[config.mk]
export PLATFORM = sky130hd
export DESIGN_NAME = rfm_top
export DESIGN_NICKNAME = d
export VERILOG_FILES = /design/src/rtl/rfm_pkg.sv /design/src/rtl/rfm_top.sv /design/src/rtl/rfm_slip.sv
export VERILOG_INCLUDE_DIRS = /design/src /design/src/rtl
export SDC_FILE = /design/constraint.sdc
export NUM_CORES = 2
export LEC_CHECK = 0
export BUFFER_PORTS_ARGS = -buffer_cell sky130_fd_sc_hd__buf_2
export CAP_MARGIN = 10
export CORE_MARGIN = 5
export CORE_UTILIZATION = 68
export DETAILED_ROUTE_END_ITERATION = 7
export GPL_TIMING_DRIVEN = 0
export PLACE_DENSITY = 0.95
export SLEW_MARGIN = 25
export SYNTH_ARGS = -nofsm -noshare
export SYNTH_HDL_FRONTEND = slang
export SYNTH_SLANG_ARGS = --single-unit
[constraint.sdc]
create_clock -name mclk -period 41.2 [get_ports mclk]
set_clock_uncertainty 0.05 [all_clocks]
set_input_delay 8.24 -clock mclk [delete_from_list [all_inputs] [get_ports mclk]]
set_output_delay 8.24 -clock mclk [all_outputs]
set_load 0.01 [all_outputs]
[src/rtl/rfm_cfg.svh]
`ifndef RFM_CFG_SVH
`define RFM_CFG_SVH

// register map, byte addresses on the 32-bit bus
`define RFM_ADDR_W 6
`define RFM_NREGS 7
`define RFM_SERIAL_OFF 6'h20
`define RFM_STATUS_OFF 6'h24
`define RFM_NINT_OFF 6'h28
`define RFM_NFRAC_OFF 6'h2c
`define RFM_REG_RST 32'h0000_0000
`define RFM_RESP_OK 2'b00
`define RFM_RESP_ERR 2'b10

// serial word destination select
`define RFM_SEL_MSB 2
`define RFM_SEL_LSB 0
`define RFM_SEL_NONE 3'h7

// first register: ramp start, integer, upper fraction
`define RFM_RAMP_ON_BIT 31
`define RFM_INT_MSB 26
`define RFM_INT_LSB 15
`define RFM_FMSB_MSB 14
`define RFM_FMSB_LSB 3

// second register: lower fraction, phase value
`define RFM_FLSB_MSB 27
`define RFM_FLSB_LSB 15
`define RFM_PHASE_MSB 14
`define RFM_PHASE_LSB 3

// reference divider register
`define RFM_SLIP_EN_BIT 28
`define RFM_HALVE_BIT 21
`define RFM_DOUBLE_BIT 20
`define RFM_TDIV1_MSB 14
`define RFM_TDIV1_LSB 3

// function register
`define RFM_RTYPE_MSB 12
`define RFM_RTYPE_LSB 10
`define RFM_KEY_MSB 8
`define RFM_KEY_LSB 7

// clock register
`define RFM_CDM_MSB 20
`define RFM_CDM_LSB 19
`define RFM_CDM_RAMP 2'b11
`define RFM_TDIV2_MSB 18
`define RFM_TDIV2_LSB 7

// deviation and step registers
`define RFM_DEVIATION_MSB 18
`define RFM_DEVIATION_LSB 3
`define RFM_SHIFT_MSB 22
`define RFM_SHIFT_LSB 19
`define RFM_STEPS_MSB 22
`define RFM_STEPS_LSB 3

// register indices
`define RFM_R_MAIN 0
`define RFM_R_LSB 1
`define RFM_R_REF 2
`define RFM_R_FUNC 3
`define RFM_R_CLK 4
`define RFM_R_DEVIATION 5
`define RFM_R_STEP 6

`define RFM_FRAC_LO_W 13
`define RFM_MAX_CELLS 3'h7

`endif

[src/rtl/rfm_pkg.sv]
package rfm_pkg;

  typedef enum logic [2:0] {
    rt_single_ramp,
    rt_single_tri,
    rt_single_saw,
    rt_cont_saw,
    rt_cont_tri
  } rfm_ramp_type_t;

  typedef enum logic [1:0] {
    km_off,
    km_freq,
    km_phase
  } rfm_key_mode_t;

  typedef enum {
    st_idle,
    st_up,
    st_down,
    st_hold
  } rfm_state_t;

endpackage

[src/rtl/rfm_top.sv]
// Functional notes
// - fraction is upper part times 2^13 plus lower
// - optional reference doubler before phase detector
// - each imminent slip adds one cell, seven max
// - past target, drop extra cells one by one
// - slip reduction enabled only by bit 28
// - deviation word 16 bits, shift 4 bits
// - step is deviation word shifted by shift
// - frequency keying adds or subtracts step from center
// - phase offset is 12-bit phase value fraction
// - pin high advances phase, low retards it
// - five waveform types supported
// - hop interval is first times second divider
// - 20-bit step count sets hops per ramp
// - single ramp steps up then holds
// - single triangle steps down after up run
// - single sawtooth restores start value then holds
// - continuous sawtooth repeats until ramp disabled
// - continuous triangle alternates direction until disabled
// - low three word bits select destination register
`timescale 1ns/1ps
`include "rfm_cfg.svh"

module rfm_top #(
  parameter int TIMER_W = 12,
  parameter int STEP_W = 20
) (
  input wire logic mclk,
  input wire logic rst,
  input wire logic [5:0] s_axi_awaddr,
  input wire logic s_axi_awvalid,
  output logic s_axi_awready,
  input wire logic [31:0] s_axi_wdata,
  input wire logic [3:0] s_axi_wstrb,
  input wire logic s_axi_wvalid,
  output logic s_axi_wready,
  output logic [1:0] s_axi_bresp,
  output logic s_axi_bvalid,
  input wire logic s_axi_bready,
  input wire logic [5:0] s_axi_araddr,
  input wire logic s_axi_arvalid,
  output logic s_axi_arready,
  output logic [31:0] s_axi_rdata,
  output logic [1:0] s_axi_rresp,
  output logic s_axi_rvalid,
  input wire logic s_axi_rready,
  input wire logic tx_data,
  input wire logic slip_imminent,
  input wire logic vco_past_target,
  output logic [11:0] n_int,
  output logic [24:0] n_frac,
  output logic [11:0] phase_offset,
  output logic ref_double,
  output logic ref_halve,
  output logic [2:0] slip_cells,
  output logic ramp_busy
);

  localparam int NW = 37;

  // two-stage synchronisers for the pin-level inputs
  logic [2:0] pin_meta_q;
  logic [2:0] pin_sync_q;
  logic tx_s;
  logic slip_s;
  logic past_s;

  always_ff @(posedge mclk or posedge rst) begin
    if (rst) begin
      pin_meta_q <= 3'h0;
      pin_sync_q <= 3'h0;
    end else begin
      pin_meta_q <= {vco_past_target, slip_imminent, tx_data};
      pin_sync_q <= pin_meta_q;
    end
  end

  assign tx_s = pin_sync_q[0];
  assign slip_s = pin_sync_q[1];
  assign past_s = pin_sync_q[2];

  // register bank
  logic [31:0] reg_q [`RFM_NREGS];
  logic [31:0] reg_d [`RFM_NREGS];

  // bus write channel
  logic aw_hold_q, aw_hold_d, w_hold_q, w_hold_d;
  logic awready_q, awready_d, wready_q, wready_d;
  logic bvalid_q, bvalid_d;
  logic [1:0] bresp_q, bresp_d;
  logic [5:0] awaddr_q, awaddr_d;
  logic [31:0] wdata_q, wdata_d;
  logic [3:0] wstrb_q, wstrb_d;
  logic wr_direct;
  logic wr_serial;
  logic [2:0] wr_idx;
  logic [2:0] ser_idx;

  assign wr_idx = awaddr_q[4:2];
  assign wr_direct = awaddr_q[5] == 1'b0 && awaddr_q[1:0] == 2'b00 && wr_idx != `RFM_SEL_NONE;
  assign wr_serial = awaddr_q == `RFM_SERIAL_OFF;
  assign ser_idx = wdata_q[`RFM_SEL_MSB:`RFM_SEL_LSB];

  always_comb begin
    aw_hold_d = aw_hold_q;
    w_hold_d = w_hold_q;
    awaddr_d = awaddr_q;
    wdata_d = wdata_q;
    wstrb_d = wstrb_q;
    bvalid_d = bvalid_q;
    bresp_d = bresp_q;
    for (int i = 0; i < `RFM_NREGS; i++) begin
      reg_d[i] = reg_q[i];
    end
    if (awready_q && s_axi_awvalid) begin
      aw_hold_d = 1'b1;
      awaddr_d = s_axi_awaddr;
    end
    if (wready_q && s_axi_wvalid) begin
      w_hold_d = 1'b1;
      wdata_d = s_axi_wdata;
      wstrb_d = s_axi_wstrb;
    end
    if (aw_hold_q && w_hold_q && !bvalid_q) begin
      aw_hold_d = 1'b0;
      w_hold_d = 1'b0;
      bvalid_d = 1'b1;
      bresp_d = `RFM_RESP_OK;
      if (wr_direct) begin
        for (int b = 0; b < 4; b++) begin
          if (wstrb_q[b]) begin
            reg_d[wr_idx][8*b +: 8] = wdata_q[8*b +: 8];
          end
        end
      end else if (wr_serial) begin
        // whole serial word lands where its low bits point
        if (ser_idx != `RFM_SEL_NONE) begin
          reg_d[ser_idx] = wdata_q;
        end
      end else begin
        bresp_d = `RFM_RESP_ERR;
      end
    end
    if (bvalid_q && s_axi_bready) begin
      bvalid_d = 1'b0;
    end
    awready_d = !aw_hold_d && !bvalid_d;
    wready_d = !w_hold_d && !bvalid_d;
  end

  always_ff @(posedge mclk or posedge rst) begin
    if (rst) begin
      aw_hold_q <= 1'b0;
      w_hold_q <= 1'b0;
      awready_q <= 1'b0;
      wready_q <= 1'b0;
      bvalid_q <= 1'b0;
      bresp_q <= `RFM_RESP_OK;
      awaddr_q <= 6'h00;
      wdata_q <= 32'h0000_0000;
      wstrb_q <= 4'h0;
      for (int i = 0; i < `RFM_NREGS; i++) begin
        reg_q[i] <= `RFM_REG_RST;
      end
    end else begin
      aw_hold_q <= aw_hold_d;
      w_hold_q <= w_hold_d;
      awready_q <= awready_d;
      wready_q <= wready_d;
      bvalid_q <= bvalid_d;
      bresp_q <= bresp_d;
      awaddr_q <= awaddr_d;
      wdata_q <= wdata_d;
      wstrb_q <= wstrb_d;
      for (int i = 0; i < `RFM_NREGS; i++) begin
        reg_q[i] <= reg_d[i];
      end
    end
  end

  // decoded fields
  logic ramp_on;
  logic [NW-1:0] center;
  logic [11:0] phase_val;
  logic [TIMER_W-1:0] first_timer_divider;
  logic [TIMER_W-1:0] second_timer_divider;
  logic [15:0] deviation_word;
  logic [3:0] deviation_shift;
  logic [STEP_W-1:0] steps;
  logic [NW-1:0] step_val;
  logic ramp_div_mode;
  rfm_pkg::rfm_ramp_type_t rtype;
  rfm_pkg::rfm_key_mode_t kmode;

  assign ramp_on = reg_q[`RFM_R_MAIN][`RFM_RAMP_ON_BIT];
  assign center = {reg_q[`RFM_R_MAIN][`RFM_INT_MSB:`RFM_INT_LSB],
                   reg_q[`RFM_R_MAIN][`RFM_FMSB_MSB:`RFM_FMSB_LSB],
                   reg_q[`RFM_R_LSB][`RFM_FLSB_MSB:`RFM_FLSB_LSB]};
  assign phase_val = reg_q[`RFM_R_LSB][`RFM_PHASE_MSB:`RFM_PHASE_LSB];
  assign first_timer_divider = reg_q[`RFM_R_REF][`RFM_TDIV1_MSB:`RFM_TDIV1_LSB];
  assign second_timer_divider = reg_q[`RFM_R_CLK][`RFM_TDIV2_MSB:`RFM_TDIV2_LSB];
  assign ramp_div_mode = reg_q[`RFM_R_CLK][`RFM_CDM_MSB:`RFM_CDM_LSB] == `RFM_CDM_RAMP;
  assign deviation_word = reg_q[`RFM_R_DEVIATION][`RFM_DEVIATION_MSB:`RFM_DEVIATION_LSB];
  assign deviation_shift = reg_q[`RFM_R_DEVIATION][`RFM_SHIFT_MSB:`RFM_SHIFT_LSB];
  assign steps = reg_q[`RFM_R_STEP][`RFM_STEPS_MSB:`RFM_STEPS_LSB];
  assign rtype = rfm_pkg::rfm_ramp_type_t'(reg_q[`RFM_R_FUNC][`RFM_RTYPE_MSB:`RFM_RTYPE_LSB]);
  assign kmode = rfm_pkg::rfm_key_mode_t'(reg_q[`RFM_R_FUNC][`RFM_KEY_MSB:`RFM_KEY_LSB]);
  // signed word, sign-extended into the 37-bit divider scale
  assign step_val = {{(NW-16){deviation_word[15]}}, deviation_word} << deviation_shift;

  // hop timer, one mclk cycle stands for one comparison period
  logic [TIMER_W-1:0] t1_q, t1_d, t2_q, t2_d;
  logic tick;
  logic timer_run;

  assign timer_run = ramp_on && ramp_div_mode;

  always_comb begin
    t1_d = t1_q;
    t2_d = t2_q;
    tick = 1'b0;
    if (!timer_run) begin
      t1_d = TIMER_W'(1);
      t2_d = TIMER_W'(1);
    end else if (t1_q >= first_timer_divider) begin
      // a zero divider acts as one rather than stalling
      t1_d = TIMER_W'(1);
      if (t2_q >= second_timer_divider) begin
        t2_d = TIMER_W'(1);
        tick = 1'b1;
      end else begin
        t2_d = t2_q + TIMER_W'(1);
      end
    end else begin
      t1_d = t1_q + TIMER_W'(1);
    end
  end

  always_ff @(posedge mclk or posedge rst) begin
    if (rst) begin
      t1_q <= TIMER_W'(1);
      t2_q <= TIMER_W'(1);
    end else begin
      t1_q <= t1_d;
      t2_q <= t2_d;
    end
  end

  // waveform engine
  rfm_pkg::rfm_state_t state_q, state_d;
  logic [NW-1:0] acc_q, acc_d;
  logic [STEP_W-1:0] cnt_q, cnt_d;
  logic run_done;

  assign run_done = cnt_q >= steps;

  always_comb begin
    state_d = state_q;
    acc_d = acc_q;
    cnt_d = cnt_q;
    if (!ramp_on) begin
      state_d = rfm_pkg::st_idle;
      acc_d = center;
      cnt_d = '0;
    end else begin
      case (state_q)
        rfm_pkg::st_idle: begin
          state_d = rfm_pkg::st_up;
          acc_d = center;
          cnt_d = '0;
        end
        rfm_pkg::st_up: begin
          if (tick && !run_done) begin
            acc_d = acc_q + step_val;
            cnt_d = cnt_q + STEP_W'(1);
          end else if (tick) begin
            case (rtype)
              rfm_pkg::rt_single_tri, rfm_pkg::rt_cont_tri: begin
                state_d = rfm_pkg::st_down;
                acc_d = acc_q - step_val;
                cnt_d = STEP_W'(1);
              end
              rfm_pkg::rt_single_saw: begin
                state_d = rfm_pkg::st_hold;
                acc_d = center;
              end
              rfm_pkg::rt_cont_saw: begin
                acc_d = center;
                cnt_d = '0;
              end
              default: begin
                state_d = rfm_pkg::st_hold;
              end
            endcase
          end
        end
        rfm_pkg::st_down: begin
          if (tick && !run_done) begin
            acc_d = acc_q - step_val;
            cnt_d = cnt_q + STEP_W'(1);
          end else if (tick && rtype == rfm_pkg::rt_cont_tri) begin
            state_d = rfm_pkg::st_up;
            acc_d = acc_q + step_val;
            cnt_d = STEP_W'(1);
          end else if (tick) begin
            state_d = rfm_pkg::st_hold;
          end
        end
        rfm_pkg::st_hold: begin
          state_d = rfm_pkg::st_hold;
        end
        default: begin
          state_d = rfm_pkg::st_idle;
        end
      endcase
    end
  end

  always_ff @(posedge mclk or posedge rst) begin
    if (rst) begin
      state_q <= rfm_pkg::st_idle;
      acc_q <= '0;
      cnt_q <= '0;
    end else begin
      state_q <= state_d;
      acc_q <= acc_d;
      cnt_q <= cnt_d;
    end
  end

  // divider value, phase offset and status outputs
  logic [NW-1:0] nval_q, nval_d;
  logic [11:0] phase_q, phase_d;
  logic busy_q, busy_d;

  always_comb begin
    nval_d = center;
    phase_d = 12'h000;
    if (ramp_on) begin
      nval_d = acc_q;
    end else if (kmode == rfm_pkg::km_freq) begin
      nval_d = tx_s ? center + step_val : center - step_val;
    end
    if (kmode == rfm_pkg::km_phase) begin
      // offset in units of a full turn over 4096
      phase_d = tx_s ? phase_val : 12'h000 - phase_val;
    end
    busy_d = state_q == rfm_pkg::st_up || state_q == rfm_pkg::st_down;
  end

  always_ff @(posedge mclk or posedge rst) begin
    if (rst) begin
      nval_q <= '0;
      phase_q <= 12'h000;
      busy_q <= 1'b0;
    end else begin
      nval_q <= nval_d;
      phase_q <= phase_d;
      busy_q <= busy_d;
    end
  end

  rfm_slip u_slip (
    .mclk(mclk),
    .rst(rst),
    .enable(reg_q[`RFM_R_REF][`RFM_SLIP_EN_BIT]),
    .slip_level(slip_s),
    .past_level(past_s),
    .cells(slip_cells)
  );

  // bus read channel
  logic arready_q, arready_d, rvalid_q, rvalid_d;
  logic [31:0] rdata_q, rdata_d;
  logic [1:0] rresp_q, rresp_d;

  always_comb begin
    arready_d = arready_q;
    rvalid_d = rvalid_q;
    rdata_d = rdata_q;
    rresp_d = rresp_q;
    if (arready_q && s_axi_arvalid) begin
      arready_d = 1'b0;
      rvalid_d = 1'b1;
      rresp_d = `RFM_RESP_OK;
      rdata_d = 32'h0000_0000;
      if (s_axi_araddr[5] == 1'b0 && s_axi_araddr[1:0] == 2'b00 && s_axi_araddr[4:2] != `RFM_SEL_NONE) begin
        rdata_d = reg_q[s_axi_araddr[4:2]];
      end else if (s_axi_araddr == `RFM_STATUS_OFF) begin
        rdata_d = {26'h0, busy_q, state_q == rfm_pkg::st_down, state_q == rfm_pkg::st_hold, slip_cells};
      end else if (s_axi_araddr == `RFM_NINT_OFF) begin
        rdata_d = {20'h0, nval_q[NW-1:25]};
      end else if (s_axi_araddr == `RFM_NFRAC_OFF) begin
        rdata_d = {7'h0, nval_q[24:0]};
      end else if (s_axi_araddr != `RFM_SERIAL_OFF) begin
        rresp_d = `RFM_RESP_ERR;
      end
    end
    if (rvalid_q && s_axi_rready) begin
      rvalid_d = 1'b0;
      arready_d = 1'b1;
    end
  end

  always_ff @(posedge mclk or posedge rst) begin
    if (rst) begin
      arready_q <= 1'b1;
      rvalid_q <= 1'b0;
      rdata_q <= 32'h0000_0000;
      rresp_q <= `RFM_RESP_OK;
    end else begin
      arready_q <= arready_d;
      rvalid_q <= rvalid_d;
      rdata_q <= rdata_d;
      rresp_q <= rresp_d;
    end
  end

  assign s_axi_awready = awready_q;
  assign s_axi_wready = wready_q;
  assign s_axi_bvalid = bvalid_q;
  assign s_axi_bresp = bresp_q;
  assign s_axi_arready = arready_q;
  assign s_axi_rvalid = rvalid_q;
  assign s_axi_rdata = rdata_q;
  assign s_axi_rresp = rresp_q;
  assign n_int = nval_q[NW-1:25];
  assign n_frac = nval_q[24:0];
  assign phase_offset = phase_q;
  assign ref_double = reg_q[`RFM_R_REF][`RFM_DOUBLE_BIT];
  assign ref_halve = reg_q[`RFM_R_REF][`RFM_HALVE_BIT];
  assign ramp_busy = busy_q;

endmodule

[src/rtl/rfm_slip.sv]
`timescale 1ns/1ps
`include "rfm_cfg.svh"

module rfm_slip (
  input wire logic mclk,
  input wire logic rst,
  input wire logic enable,
  input wire logic slip_level,
  input wire logic past_level,
  output logic [2:0] cells
);

  logic slip_prev_q;
  logic releasing_q;
  logic releasing_d;
  logic [2:0] cells_q;
  logic [2:0] cells_d;

  always_comb begin
    cells_d = cells_q;
    releasing_d = releasing_q;
    if (!enable) begin
      cells_d = 3'h0;
      releasing_d = 1'b0;
    end else if (past_level || releasing_q) begin
      // shed one cell per clock once the target is overshot
      releasing_d = 1'b1;
      if (cells_q != 3'h0) begin
        cells_d = cells_q - 3'h1;
      end else begin
        releasing_d = 1'b0;
      end
    end else if (slip_level && !slip_prev_q && cells_q != `RFM_MAX_CELLS) begin
      cells_d = cells_q + 3'h1;
    end
  end

  always_ff @(posedge mclk or posedge rst) begin
    if (rst) begin
      cells_q <= 3'h0;
      releasing_q <= 1'b0;
      slip_prev_q <= 1'b0;
    end else begin
      cells_q <= cells_d;
      releasing_q <= releasing_d;
      slip_prev_q <= slip_level;
    end
  end

  assign cells = cells_q;

endmodule

==> flow_summary.yaml <==
die:
  std_cell_rows: 77
  core_area_mm2: 0.0439
  ios: 154
  fp.dieH_um: 220
  floorplan.die_area_mm2: 0.0484
  fp.dieW_um: 220
  start_util: 0.683
final_layout:
  multi_input_area_mm2: 0.0173
  layout-drive-gt1-share: 0.134
  final_util: 0.758
  finalInstanceArea_mm2: 0.0333
  fillers: 2916
  final_cell_mix: "nand2_1 (454), dfrtp_1 (448), o21ai_0 (366), nor2_1 (231), a21oi_1 (224)"
  stdcell_count: 4204
  area_growth_pct: 10.9
  nets: 3797
  layout_commonest_cell: "nand2_1"
  register_area_mm2: 0.0113
global_routing:
  grt_pass1_wl_um: 174000
  grt_max_degree: 105
  antenna_found_initial: 6
  overflow: 0
  grt_use_total: 0.474
  grt_pass1_vias: 28823
logic_synthesis:
  ys_top_cells_by_area: "dfrtp_1 (37%), ha_1 (6.7%), o21ai_0 (6.1%)"
  synth_area_leader_cell: "dfrtp_1"
  async_flop_share: 1.00
  avgSynthCellArea_um2: 8.90
  syn_area_mm2: 0.0300
  synth_edf_count: 0
  synth_warnings: 0
  postSynthCellCount: 3371
  yosysSeqAreaShare: 0.376
  synth.ff_latch_count: 451
  yosysTopAreaCellShare: 0.373
  synth.distinct_cells: 94
  synth_ff_type: "dfrtp_1"
routing:
  drtPass1Iterations: 8
  post_drt_via_cell_ratio: 7.16
  wl_per_cell_um: 27.7
  drt_iter0_drc: 5331
  via_count: 30115
  routed_wl_um: 117000
  drcViolationCount: 23
  drtAntennaViolNets: 0
place:
  dpl_worst_slack_ps: 29740
  placed_cells: 4118
  place_area_mm2: 0.0317
  hpwl_um: 83500
  gp_congestion: 1.07
  portBuffers: 149
hold_path:
  hold_end: "pin_sync_q[0]$_DFF_PP0_"
  hp-class: "flip-flop to flip-flop"
  worstHoldStart: "pin_meta_q[0]$_DFF_PP0_"
  worstHoldPathCells: 0
sta:
  finalHoldViolCount: 0
  holdWs_ps: 310
  clock.fmax_ghz: 0.0874
  fin_crit_sh: 0.278
  rsz0062_at_grt: "no"
  setup_ws_ps: 29750
  slew_viol_final: 0
  worst_pin_slew_ps: 1240
  fin_setup_tns_ps: 0
  slew_headroom: 0.167
  finalSetupViolCount: 0
  period_needed_ps: 11450
critical_path:
  regToRegSetupSlack_ps: 34620
  critPathArrivalTime_ps: 11930
  path_cells: "clkbuf_1 -> clkbuf_2 -> clkbuf_1 -> mux2i_1 -> o21ai_0 -> mux2i_1 -> nor2_1 -> a21oi_1 -> o21ai_0"
  criticalPathCategory: "input pin to flip-flop"
  ff2ff_path_depth: 22
  startpoint_type: "input pin"
  required_ps: 41680
  path_max_fanout: 10
  timing.rr.end: "nval_q[36]$_DFF_PP0_"
  cpPeakStageDelay_ps: 970
  cp-end-kind: "flip-flop"
  r2r-start: "deviation_shift[3]$_DFFE_PP0P_"
  crit_slowest_cell: "o21ai_0"
cts:
  postCtsHoldBufs: 0
  numCtsBuffers: 46
  htree_levels: 2
  clkTransAtPathRegs_ps: 70
  cts_tree: "done"
  cts_root_buf: "clkbuf_16"
  insertion_delay_ps: 620
  cts_sinks: 451
  cts_buffer_depth: 3
  cts_resized: 0
  post-cts-setup-buffers: 0
status:
  violations: "DRC"
  outcome: "finished with violations"
pwr:
  p_total_mw: 2.37
  vdd_drop_max_mv: 0.0617
  cellPowerDensity_mw_per_mm2: 71.3
  power_leakage_nw: 15.4
job:
  drv_cap: 0
==> where the power goes <==
part / switching [mW] / internal [mW]
clock: 0.202 / 0.260
sequential: 0.153 / 0.529
combinational: 0.767 / 0.463
total: 1.12 / 1.25
==> final cells by class <==
type                            instances  area share
Clock inverter                         29      0.0121
Buffer                                180      0.0226
Antenna cell                            1   0.0000752
Multi-Input combinational cell       2556       0.519
Sequential cell                       451       0.339
Clock buffer                           56      0.0369
Tap cell                              592      0.0222
Inverter                              185      0.0211
Timing Repair Buffer                  154      0.0265
==> synth_stat cells (8+ instances only) <==
cell / instances
a211o_1: 9
nor4_1: 11
o211ai_1: 22
o31ai_1: 20
nor2_1: 232
nand3_1: 94
inv_1: 183
buf_2: 9
mux2i_1: 82
nor2b_1: 22
o221ai_1: 15
or3_1: 24
nand4_1: 10
mux2_2: 149
o21ai_1: 18
o21a_1: 16
xnor2_1: 95
a31oi_1: 35
a211oi_1: 23
buf_1: 23
a21o_1: 55
nand2_1: 454
and2_1: 21
clkbuf_1: 139
mux4_2: 40
nor3_1: 31
o22ai_1: 9
dfrtp_1: 448
ha_1: 161
a221oi_1: 12
nand3b_1: 8
nand2b_1: 25
a22oi_1: 18
o21bai_1: 26
xor2_1: 28
and3_1: 52
o21ai_0: 368
a21oi_1: 224
o22a_1: 13
==> per-layer routing <==
metal	wire, µm	vias to the layer above	part of all wire	GRT usage
li1	-	12440	-	-
met1	38900	14110	0.33	0.576
met2	48900	2725	0.42	0.703
met3	16600	832	0.14	0.166
met4	12100	8	0.10	0.349
met5	72	-	0.00062	0
==> registers in the layout (all words and copies together) (netlist names), 16 cells and up <==
register / cells
wdata_q: 32
reg_q: 138
center: 37
s_axi_rdata: 32
acc_q: 37
deviation_word: 16
cnt_q: 20
nval_q: 37
==> cells by family (layout without fill, tap and decap cells) <==
group                      Yosys count  in the layout  synth area share
adders and majority gates          165            165            0.0698
xor gates and xnor gates           123            123            0.0359
other                                1              3          0.000125
muxes                              279            279             0.120
buffers and inverters              365            604            0.0481
AOI/OAI and AO/OA                  971            971             0.199
and+or+nand+nor                   1016           1016             0.151
DFF                                451            451             0.376
==> worst max-delay path: cells and delay by family <==
family	cells	cell delay, ps
muxes	2	560
buffers and inverters	3	1660
and+or+nand+nor	1	170
AOI/OAI and AO/OA	3	1270
==> worst max path at each step <==
stage,start,end,slack [ps],depth (start not counted)
after floorplan,rst,acc_q[0]$_DFFE_PP0P_,20340,1
after global placement,rst,acc_q[4]$_DFFE_PP0P_,16050,2
after detailed placement,s_axi_araddr[3],s_axi_rdata[12]$_DFFE_PP0P_,29740,9
after CTS,s_axi_araddr[3],s_axi_rdata[14]$_DFFE_PP0P_,30210,9
after global routing,s_axi_araddr[2],s_axi_rdata[12]$_DFFE_PP0P_,29800,9
final,s_axi_araddr[3],s_axi_rdata[12]$_DFFE_PP0P_,29750,9
(Power assumes the default switching activity.)
